File: src/ffm_defs.svh
// ffm_defs.svh: offsets, field positions and reset values of the monitor
// assumes: included by the package and the design files by bare name
`ifndef FFM_DEFS_SVH
`define FFM_DEFS_SVH

// ========================================
// register offsets (4-bit address)
`define FFM_ADDR_W 4
`define FFM_OFS_PRI_FLAGS 4'h1
`define FFM_OFS_SEC_FLAGS 4'h2
`define FFM_OFS_PRI_MASK 4'h3
`define FFM_OFS_SEC_MASK 4'h4
`define FFM_OFS_GLOBAL_CFG 4'h5
`define FFM_OFS_STATUS 4'h6

// ========================================
// primary flag bit positions
`define FFM_PRI_W 8
`define FFM_P_MONLOW 0
`define FFM_P_FUV 1
`define FFM_P_TALM 2
`define FFM_P_SUMMARY 3
`define FFM_P_POR 5
`define FFM_P_CRC 6
`define FFM_P_TSHDN 7

// ========================================
// secondary flag bit positions
`define FFM_SEC_W 8
`define FFM_S_SYSTSHDN 4

// ========================================
// reset values
`define FFM_PRI_RST 8'h20
`define FFM_PRI_MASK_RST 8'h00
`define FFM_SEC_MASK_RST 8'h00
`define FFM_CFG_RST 8'h00
`define FFM_CFG_CLRSEL 0
`define FFM_CFG_ALERTEN 1

`endif

File: src/ffm_pkg.sv
// ffm_pkg.sv: types of the fault flag monitor
// assumes: ffm_defs.svh beside it
`include "ffm_defs.svh"
package ffm_pkg;

  // ========================================
  // analog detector inputs
  typedef struct packed {
    logic analog_ok;
    logic logic_ok;
    logic monitor_low;
    logic field_uv;
    logic temp_alarm;
    logic temp_shutdown;
    logic temp_system;
  } ffm_detect_t;

  // ========================================
  // serial access events
  typedef struct packed {
    logic cmd_ok;
    logic crc_error;
  } ffm_serial_t;

  // ========================================
  // shutdown controls
  typedef struct packed {
    logic inputs_hiz;
    logic current_ref_off;
    logic regulator_off;
    logic serial_off;
  } ffm_shdn_t;

  typedef enum logic [1:0] {FFM_RUN, FFM_SHDN, FFM_SYSSHDN} ffm_therm_t;

endpackage

File: src/ffm_sec_flags.sv
// ffm_sec_flags.sv: latched secondary flags and masked summary
// assumes: cleared by a read of the secondary register
`timescale 1ns/10ps
`default_nettype none
`include "ffm_defs.svh"
module ffm_sec_flags (
  // clock and reset
  input wire logic mclk_in,
  input wire logic rstn_in,
  // causes and control
  input wire logic [`FFM_SEC_W-1:0] set_in,
  input wire logic [`FFM_SEC_W-1:0] mask_in,
  input wire logic rd_clear_in,
  // state
  output logic [`FFM_SEC_W-1:0] flags_out,
  output logic summary_out
);
  import ffm_pkg::*;

  // ========================================
  // per-bit latch, set wins
  genvar i;
  generate
    for (i = 0; i < `FFM_SEC_W; i = i + 1) begin : g_bit
      always_ff @(posedge mclk_in) begin
        if (!rstn_in) begin
          flags_out[i] <= 1'b0;
        end else if (set_in[i]) begin
          flags_out[i] <= 1'b1;
        end else if (rd_clear_in) begin
          flags_out[i] <= 1'b0;
        end
      end
    end
  endgenerate

  // ========================================
  // summary of unmasked flags
  assign summary_out = |(flags_out & ~mask_in);
endmodule
`default_nettype wire

File: src/ffm_thermal.sv
// ffm_thermal.sv: three-level thermal state and shutdown controls
// assumes: detector levels synchronous to mclk_in
`timescale 1ns/10ps
`default_nettype none
`include "ffm_defs.svh"
module ffm_thermal (
  // clock and reset
  input wire logic mclk_in,
  input wire logic rstn_in,
  // detectors and strap
  input wire logic shdn_in,
  input wire logic sys_in,
  input wire logic ext_supply_in,
  // controls
  output ffm_pkg::ffm_shdn_t shdn_out,
  output ffm_pkg::ffm_therm_t state_out
);
  import ffm_pkg::*;

  ffm_therm_t state_q;
  ffm_therm_t state_d;

  // ========================================
  // next state
  always_comb begin
    case (state_q)
      FFM_RUN: state_d = sys_in ? FFM_SYSSHDN : (shdn_in ? FFM_SHDN : FFM_RUN);
      FFM_SHDN: state_d = sys_in ? FFM_SYSSHDN : (shdn_in ? FFM_SHDN : FFM_RUN);
      FFM_SYSSHDN: state_d = sys_in ? FFM_SYSSHDN :
                             (shdn_in ? FFM_SHDN : FFM_RUN);
      default: state_d = FFM_RUN;
    endcase
  end

  always_ff @(posedge mclk_in) begin
    if (!rstn_in) begin
      state_q <= FFM_RUN;
    end else begin
      state_q <= state_d;
    end
  end

  // ========================================
  // registered controls
  always_ff @(posedge mclk_in) begin
    if (!rstn_in) begin
      shdn_out <= '0;
    end else begin
      shdn_out.inputs_hiz <= (state_d != FFM_RUN);
      shdn_out.current_ref_off <= (state_d != FFM_RUN);
      shdn_out.regulator_off <= (state_d == FFM_SYSSHDN);
      shdn_out.serial_off <= (state_d == FFM_SYSSHDN) &&
                             !ext_supply_in;
    end
  end

  assign state_out = state_q;
endmodule
`default_nettype wire

File: src/ffm_fault_monitor.sv
// ffm_fault_monitor.sv: fault flag monitor top
// assumes: serial framing outside gives one-cycle cmd_ok and crc pulses
//
// Overview of operation
// - power good low when both supplies ok
// - monitor comparator never touches power good
// - comparator drives supply_ok_n and monitor flag
// - enabled alert pin low on any unmasked flag
// - mask bits select alert pin sources
// - masks never alter stored primary flags
// - primary flags latch; clear on read
// - summary bit is OR of unmasked secondaries
// - secondary flags clear only on read
// - clear select one: clear on read only
// - select zero: serial command clears, not shutdown
// - 115 degree alarm sets flag, operation continues
// - 150 degree shutdown forces inputs hi-z
// - 165 degree system shutdown, regulator off
// - external supplies keep serial alive
// - internal regulator: retain registers, serial off
// - shutdown disables inputs and current reference
// - chain mode disables serial command clearing
`timescale 1ns/10ps
`default_nettype none
`include "ffm_defs.svh"
module ffm_fault_monitor (
  // clock and reset
  input wire logic mclk_in,
  input wire logic rstn_in,
  // register port
  input wire logic [`FFM_ADDR_W-1:0] reg_addr_in,
  input wire logic [7:0] reg_wdata_in,
  input wire logic reg_wr_in,
  input wire logic reg_rd_in,
  output logic [7:0] reg_rdata_out,
  // detectors and serial events
  input wire ffm_pkg::ffm_detect_t detect_in,
  input wire logic [`FFM_SEC_W-1:0] sec_cause_in,
  input wire ffm_pkg::ffm_serial_t serial_in,
  // straps
  input wire logic chain_mode_pin_in,
  input wire logic ext_supply_in,
  // pins
  output logic power_good_n_out,
  output logic power_good_n_oe_out,
  output logic supply_ok_n_out,
  output logic supply_ok_n_oe_out,
  output logic alert_pin_n_out,
  output logic alert_pin_n_oe_out,
  // shutdown controls
  output ffm_pkg::ffm_shdn_t shdn_out
);
  import ffm_pkg::*;

  logic [`FFM_PRI_W-1:0] pri_q;
  logic [`FFM_PRI_W-1:0] pri_set;
  logic [`FFM_PRI_W-1:0] pri_view;
  logic [`FFM_PRI_W-1:0] pri_mask_q;
  logic [`FFM_SEC_W-1:0] sec_mask_q;
  logic [7:0] cfg_q;
  logic [`FFM_SEC_W-1:0] sec_flags;
  logic [`FFM_SEC_W-1:0] sec_set;
  logic sec_summary;
  logic rd_pri;
  logic rd_sec;
  logic serial_clr;
  logic alert_d;
  logic alert_q;
  logic pgood_q;
  logic supply_ok_n_q;
  ffm_therm_t therm_state;
  localparam logic [`FFM_PRI_W-1:0] PRI_RST = `FFM_PRI_RST;

  // ========================================
  // access decode
  assign rd_pri = reg_rd_in && (reg_addr_in == `FFM_OFS_PRI_FLAGS);
  assign rd_sec = reg_rd_in && (reg_addr_in == `FFM_OFS_SEC_FLAGS);
  assign serial_clr = serial_in.cmd_ok && !cfg_q[`FFM_CFG_CLRSEL] &&
                      !chain_mode_pin_in;

  // ========================================
  // primary causes
  always_comb begin
    pri_set = '0;
    pri_set[`FFM_P_MONLOW] = detect_in.monitor_low;
    pri_set[`FFM_P_FUV] = detect_in.field_uv;
    pri_set[`FFM_P_TALM] = detect_in.temp_alarm;
    pri_set[`FFM_P_TSHDN] = detect_in.temp_shutdown;
    pri_set[`FFM_P_CRC] = serial_in.crc_error;
  end

  // ========================================
  // primary flag latches
  genvar i;
  generate
    for (i = 0; i < `FFM_PRI_W; i = i + 1) begin : g_pri
      if (i == `FFM_P_SUMMARY) begin : g_sum
        always_ff @(posedge mclk_in) begin
          pri_q[i] <= 1'b0;
        end
      end else begin : g_lat
        always_ff @(posedge mclk_in) begin
          if (!rstn_in) begin
            pri_q[i] <= PRI_RST[i];
          end else if (pri_set[i]) begin
            pri_q[i] <= 1'b1;
          end else if (rd_pri) begin
            pri_q[i] <= 1'b0;
          end else if (serial_clr && (i != `FFM_P_TSHDN)) begin
            pri_q[i] <= 1'b0;
          end
        end
      end
    end
  endgenerate

  // ========================================
  // primary view with live summary
  always_comb begin
    pri_view = pri_q;
    pri_view[`FFM_P_SUMMARY] = sec_summary;
  end

  // ========================================
  // secondary flags
  always_comb begin
    sec_set = sec_cause_in;
    sec_set[`FFM_S_SYSTSHDN] = sec_cause_in[`FFM_S_SYSTSHDN] |
                               detect_in.temp_system;
  end

  ffm_sec_flags u_sec (
    .mclk_in(mclk_in),
    .rstn_in(rstn_in),
    .set_in(sec_set),
    .mask_in(sec_mask_q),
    .rd_clear_in(rd_sec),
    .flags_out(sec_flags),
    .summary_out(sec_summary)
  );

  // ========================================
  // thermal protection
  ffm_thermal u_therm (
    .mclk_in(mclk_in),
    .rstn_in(rstn_in),
    .shdn_in(detect_in.temp_shutdown),
    .sys_in(detect_in.temp_system),
    .ext_supply_in(ext_supply_in),
    .shdn_out(shdn_out),
    .state_out(therm_state)
  );

  // ========================================
  // writable registers, held through shutdown
  always_ff @(posedge mclk_in) begin
    if (!rstn_in) begin
      pri_mask_q <= `FFM_PRI_MASK_RST;
      sec_mask_q <= `FFM_SEC_MASK_RST;
      cfg_q <= `FFM_CFG_RST;
    end else if (reg_wr_in && !shdn_out.serial_off) begin
      case (reg_addr_in)
        `FFM_OFS_PRI_MASK: pri_mask_q <= reg_wdata_in;
        `FFM_OFS_SEC_MASK: sec_mask_q <= reg_wdata_in;
        `FFM_OFS_GLOBAL_CFG: cfg_q <= reg_wdata_in;
        default: cfg_q <= cfg_q;
      endcase
    end
  end

  // ========================================
  // read data, one cycle later
  always_ff @(posedge mclk_in) begin
    if (!rstn_in) begin
      reg_rdata_out <= 8'h00;
    end else if (reg_rd_in) begin
      case (reg_addr_in)
        `FFM_OFS_PRI_FLAGS: reg_rdata_out <= pri_view;
        `FFM_OFS_SEC_FLAGS: reg_rdata_out <= sec_flags;
        `FFM_OFS_PRI_MASK: reg_rdata_out <= pri_mask_q;
        `FFM_OFS_SEC_MASK: reg_rdata_out <= sec_mask_q;
        `FFM_OFS_GLOBAL_CFG: reg_rdata_out <= cfg_q;
        `FFM_OFS_STATUS: reg_rdata_out <= {6'h00, therm_state};
        default: reg_rdata_out <= 8'h00;
      endcase
    end else begin
      reg_rdata_out <= 8'h00;
    end
  end

  // ========================================
  // alert pin
  assign alert_d = cfg_q[`FFM_CFG_ALERTEN] &&
                   (|(pri_view & ~pri_mask_q));

  always_ff @(posedge mclk_in) begin
    if (!rstn_in) begin
      alert_q <= 1'b0;
    end else begin
      alert_q <= alert_d;
    end
  end

  assign alert_pin_n_out = 1'b0;
  assign alert_pin_n_oe_out = alert_q;

  // ========================================
  // power good and supply ok pins
  always_ff @(posedge mclk_in) begin
    if (!rstn_in) begin
      pgood_q <= 1'b0;
      supply_ok_n_q <= 1'b0;
    end else begin
      pgood_q <= detect_in.analog_ok && detect_in.logic_ok;
      supply_ok_n_q <= !detect_in.monitor_low;
    end
  end

  // power good: high-side open drain, pulls high when not ready
  assign power_good_n_out = 1'b1;
  assign power_good_n_oe_out = !pgood_q;
  assign supply_ok_n_out = 1'b0;
  assign supply_ok_n_oe_out = supply_ok_n_q;
endmodule
`default_nettype wire

File: config.mk
export PLATFORM = sky130hd
export DESIGN_NAME = ffm_fault_monitor
export DESIGN_NICKNAME = d
export VERILOG_FILES = /design/src/ffm_pkg.sv /design/src/ffm_sec_flags.sv /design/src/ffm_thermal.sv /design/src/ffm_fault_monitor.sv
export VERILOG_INCLUDE_DIRS = /design/src
export SDC_FILE = /design/constraint.sdc
export NUM_CORES = 1
export LEC_CHECK = 0
export BUFFER_PORTS_ARGS = -buffer_cell sky130_fd_sc_hd__buf_2
export CORE_ASPECT_RATIO = 1.2
export CORE_UTILIZATION = 48
export DETAILED_ROUTE_END_ITERATION = 6
export PLACE_DENSITY = 0.8
export SLEW_MARGIN = 20
export SYNTH_ARGS = -nofsm -noshare
export SYNTH_HDL_FRONTEND = slang
export SYNTH_SLANG_ARGS = --single-unit
File: constraint.sdc
create_clock -name mclk_in -period 1.5 [get_ports mclk_in]
set_clock_uncertainty 0.2 [all_clocks]
set_input_delay 0 -clock mclk_in [delete_from_list [all_inputs] [get_ports mclk_in]]
set_output_delay 0 -clock mclk_in [all_outputs]
set_load 0.05 [all_outputs]
==> flow_summary.toml, run 1 <==
[run_status]
status = "finished with violations"
violations = "design-rule violations"

[grt]
grt_util_all_layers = 0.2696
grt_start_max_net_pins = 44
grt_pass1_wl_um = 10360
grt_overflow = 0
grt_pass1_vias = 2110
antenna_found_initial = 0

[hold_path]
hold_path_class = "input pin to register"

[layout]
num-fill-cells = 373
antenna_cells = 0
nNetsFinal = 376
multi_input_area_sq_um = 1081
fin_cells = 400
seq_area_sq_um = 1084
drive_above_1_share = 0.2515
syn2layout_area_growth_pct = 30.82

[logic_synthesis]
yosysWarnings = 0
syn_area_per_cell_sq_um = 8.994
synth-seq-area-share = 0.4623
yosys.area.top_type = "dfxtp_1"
synthArstFlopShare = 0
synth_area_leaders = "dfxtp_1, a21boi_0, nand2_1"
synth_cell_type_count = 32
synth_edf_count = 0
syn_inst = 260
synth.top_cell.area_share = 0.4623
synth-main-ff-cell = "dfxtp_1"
synth.most_common_cell = "dfxtp_1"
synth_common_cells = "dfxtp_1, nand2_1, nand3_1"
synthesis.area_sq_um = 2338
ys_seq_elements = 54

[place]
dpl_worst_slack_ns = 0.06022
portBuffers = 49
placed_cells = 361
gp_congestion = 0.9200
dp_hpwl_um = 4316

[worst_setup_path]
crit_arrival_ns = 1.46
crit_fanout = 3
crit_path_end_kind = "register"
path_class = "register to register"
crit_required_ns = 1.48
startpoint_type = "register"

[sta]
hold_ws_ns = 0.05062
setup-tns-final_ns = 0
slew_violations = 0
hold_viol_final = 0
finalSetupViolCount = 0
fin_crit_sh = 0.9883
period_minus_slack_ns = 1.483
fmax_ghz = 0.6745
worst_slack_ns = 0.01749

[detailed_routing]
wirelength_um = 6599
routedWlPerCell_um = 16.50
dr.pass1.iters = 7
drcViolationCount = 1
drt_iter0_drc = 207
vias_per_cell = 5.645
via_count = 2258
drtAntennaViolNets = 0

[cts]
cts_tree = "done"
cts_root_buf = "clkbuf_8"
clk_latency_ns = 0.30
clk_pin_slew_ns = 0.10
cts_sinks = 54
numCtsBuffers = 5
cts_buffer_depth = 2
cts_max_level = 2

[floorplanning]
start_util = 0.5053
pin_count = 53
coreArea_sq_um = 4628
dieArea_sq_um = 5156
die_w_um = 65.72
die_h_um = 78.46
fp-row-count = 27

[job]
cap_violations = 0

[pwr]
p_per_area_nw_per_um2 = 897.5
vdd_drop_max_v = 0.0004385
p_leak_nw = 1.237
power_mw = 2.746
-- worst max-delay path, cell delays in order, from the launching register on --
cell	delay (ns)
dfxtp_1	0.40
o22ai_1	0.13
o41ai_1	0.47
a21oi_1	0.16
-- path summary, 6_finish.rpt --
path                            slack [ns]  cells after the start               from                  to
worst min register to register        0.28                      2           pri_q[5]            pri_q[5]
worst min-delay path                  0.05                      5  chain_mode_pin_in            pri_q[5]
worst max-delay path                  0.02                      3      sec_mask_q[0]  alert_pin_n_oe_out
worst max register to register        0.02                      3      sec_mask_q[0]  alert_pin_n_oe_out
-- cell usage in the layout, fill, tap and decap left out, types with 4 or more instances in the layout --
master         synthesis  final
nand2_1               35     33
a22oi_1               12     12
a21boi_0              18     18
dlygate4sd3_1          0     30
nand3_1               26     26
a21boi_1               6      6
dfxtp_1               54     52
a222oi_1               4      4
a21oi_1               18     17
inv_1                 18     17
nor2b_1               15     14
buf_2                  3     49
o22ai_1                7      7
buf_4                  5     11
clkbuf_8               0      6
-- cells by family (layout without fill, tap and decap cells) --
family / count (synthesis) / after routing / share of synthesized area
AND/OR/NAND/NOR: 91 / 91 / 0.2220
AO/OA/AOI/OAI: 76 / 76 / 0.2274
flip-flops: 54 / 54 / 0.4623
other: 2 / 3 / 0.003211
buffers and inverters: 37 / 118 / 0.08507
-- metal layers --
metal / global-route usage / part of all wire / wire length [um] / vias up
met4: 0.1391 / 0.047 / 313 / 0
met1: 0.3053 / 0.38 / 2507 / 1050
met3: 0.05669 / 0.060 / 395 / 29
met2: 0.4643 / 0.51 / 3382 / 110
met5: 0 / 0 / 0 / -
li1: - / - / - / 1069
-- registers in the layout (all words and copies together), names as in the netlist, 2 cells and up --
register	count
cfg_q	8
pri_mask_q	8
reg_rdata_out	8
sec_mask_q	8
u_sec.flags_out	8
pri_q	6
u_therm.shdn_out	3
u_therm.state_out	2
-- cell type report --
| type | instances | area share |
|---|---|---|
| Clock buffer | 6 | 0.02699 |
| Timing Repair Buffer | 92 | 0.2155 |
| Inverter | 18 | 0.02209 |
| Sequential cell | 54 | 0.3542 |
| Clock inverter | 2 | 0.004090 |
| Multi-Input combinational cell | 170 | 0.3534 |
| Tap cell | 58 | 0.02372 |
-- power breakdown --
part           switching (mW)  leakage [nW]  total, mW  internal, mW
logic                   0.222         0.747      0.400         0.178
registers              0.0345         0.442       1.51          1.48
clock network           0.460        0.0472      0.832         0.372
-- timing repair --
| action | CTS | global route |
|---|---|---|
| gates resized for setup | 0 | 8 |
| setup buffers | 0 | 1 |
| endpoints found under the setup margin | 0 | 25 |
| hold buffers | 30 | 0 |
| hold endpoints to repair | 47 | 0 |
-- through the flow --
stage                 util  cell area [sq um]
CTS                 0.6542               3028
global placement    0.5688               2633
detailed placement  0.5688               2633
global route        0.6610               3059
finish              0.6610               3059
floorplan                -               2346
No activity file was read; power rests on OpenSTA's default activity.
==> run 2, diff against run 1 <==
Settings changed: HOLD_SLACK_MARGIN set to 0.15.
==> flow_summary.toml, run 2 (synthesis gave the netlist of run 1 again) <==
[job]
cap_violations = 0

[detailed_routing]
wirelength_um = 6727
drtAntennaViolNets = 0
drcViolationCount = 0
routedWlPerCell_um = 16.41
vias_per_cell = 5.624
drt_iter0_drc = 236
via_count = 2306
dr.pass1.iters = 7

[worst_setup_path]
cpPeakStageDelay_ns = 0.56
crit_fanout = 2
startpoint_type = "register"
path_class = "register to register"
crit_path_end_kind = "register"
crit_required_ns = 1.49
crit_chain = "nand2_2 > and4b_1 > dlygate4sd3_1"
cp_num_buf_inv = 1
crit_arrival_ns = 1.48
cp_slowest_cell = "dlygate4sd3_1"
cp_top_family = "buffers and inverters"

[sta]
fin_crit_sh = 0.9903
period_minus_slack_ns = 1.485
hold_ws_ns = -0.01575
hold_viol_final = 1
fmax_ghz = 0.6732
finalSetupViolCount = 0
worst_slack_ns = 0.01458
slew_violations = 0

[floorplanning]
start_util = 0.5053
dieArea_sq_um = 5156
pin_count = 53
fp-row-count = 27
coreArea_sq_um = 4628
die_w_um = 65.72
die_h_um = 78.46

[grt]
grt_pass1_vias = 2160
grt_pass1_wl_um = 10540
grt_start_max_net_pins = 44
antenna_found_initial = 0
grt_overflow = 0
grt_util_all_layers = 0.2732

[pwr]
p_per_area_nw_per_um2 = 872.4
seqPwrFrac = 0.546
swShare = 0.2624
intPower_mw = 2.046
clock_power_share = 0.301
vdd_drop_max_v = 0.0004278
power_frac_comb = 0.153
p_leak_nw = 1.289
power.net_switching_mw = 0.7278

[layout]
antenna_cells = 0
drive_above_1_share = 0.2727
finalCoreUtilization = 0.6869
fin_cells = 410
mostFrequentLayoutCells = "dfxtp_1, buf_2, dlygate4sd3_1, nand2_1, nand3_1"
nNetsFinal = 386
fin_area_sq_um = 3179
syn2layout_area_growth_pct = 35.96

[cts]
cts_hold_buffers = 38
cts_buffer_depth = 2
cts_root_buf = "clkbuf_8"
cts_tree = "done"
clk_pin_slew_ns = 0.09
cts_max_level = 2
clk_latency_ns = 0.30
cts_sinks = 54
numCtsBuffers = 5

[place]
place_area_sq_um = 2633
dp_hpwl_um = 4316
dpl_worst_slack_ns = 0.06022
portBuffers = 49
gp_congestion = 0.9200
placed_cells = 361

[run_status]
violations = "negative hold slack"
status = "finished with violations"

[hold_path]
hold_path_class = "input pin to register"
run 2: cell type report:
type | count | area, sq um
Tap cell | 58 | 72.57
Multi-Input combinational cell | 170 | 1102
Clock inverter | 2 | 12.51
Timing Repair Buffer | 102 | 754.5
Fill cell | 357 | 1449
Inverter | 18 | 67.56
Clock buffer | 6 | 82.58
Sequential cell | 54 | 1087
run 2: worst reg2reg max path: stages, from the launching register on:
cell	delay, ns
dfxtp_2	0.36
nand2_2	0.06
and4b_1	0.19
dlygate4sd3_1	0.56
run 2: per-layer routing:
metal	vias to the layer above	track usage	part of all wire
met4	0	0.1304	0.046
met2	111	0.4653	0.51
met5	-	0	0
li1	1084	-	-
met1	1073	0.3198	0.38
met3	38	0.05523	0.063
run 2: final timing paths:
path                                      startpoint                    to  slack [ns]  cells after the start
worst min-delay path                         rstn_in              pri_q[5]       -0.02                      3
worst max register to register  u_therm.state_out[1]  u_therm.state_out[0]        0.01                      3
worst max-delay path            u_therm.state_out[1]  u_therm.state_out[0]        0.01                      3
worst min register to register              pri_q[5]              pri_q[5]        0.27                      2
run 2: power by group through the flow:
stage,logic (mW),clock network (mW),registers [mW]
floorplan,0.204,0,1.56
CTS,0.394,0.844,1.51
global route,0.456,0.903,1.52
global placement,0.314,0,1.54
finish,0.424,0.835,1.51
detailed placement,0.318,0,1.55
run 2: what timing repair did:
item,CTS,global route
setup buffers,0,3
gates resized for setup,0,16
endpoints found under the setup margin,0,28
endpoints found under the hold margin,54,39
run 2: metrics by stage:
stage / TNS (ns) / power, mW
6_report: 0 / 2.774
5_1_grt: -0.05429 / 2.879
4_1_cts: 0 / 2.750
3_5_place_dp: 0 / 1.863
3_3_place_gp: 0 / 1.857
2_1_floorplan: 0 / 1.764
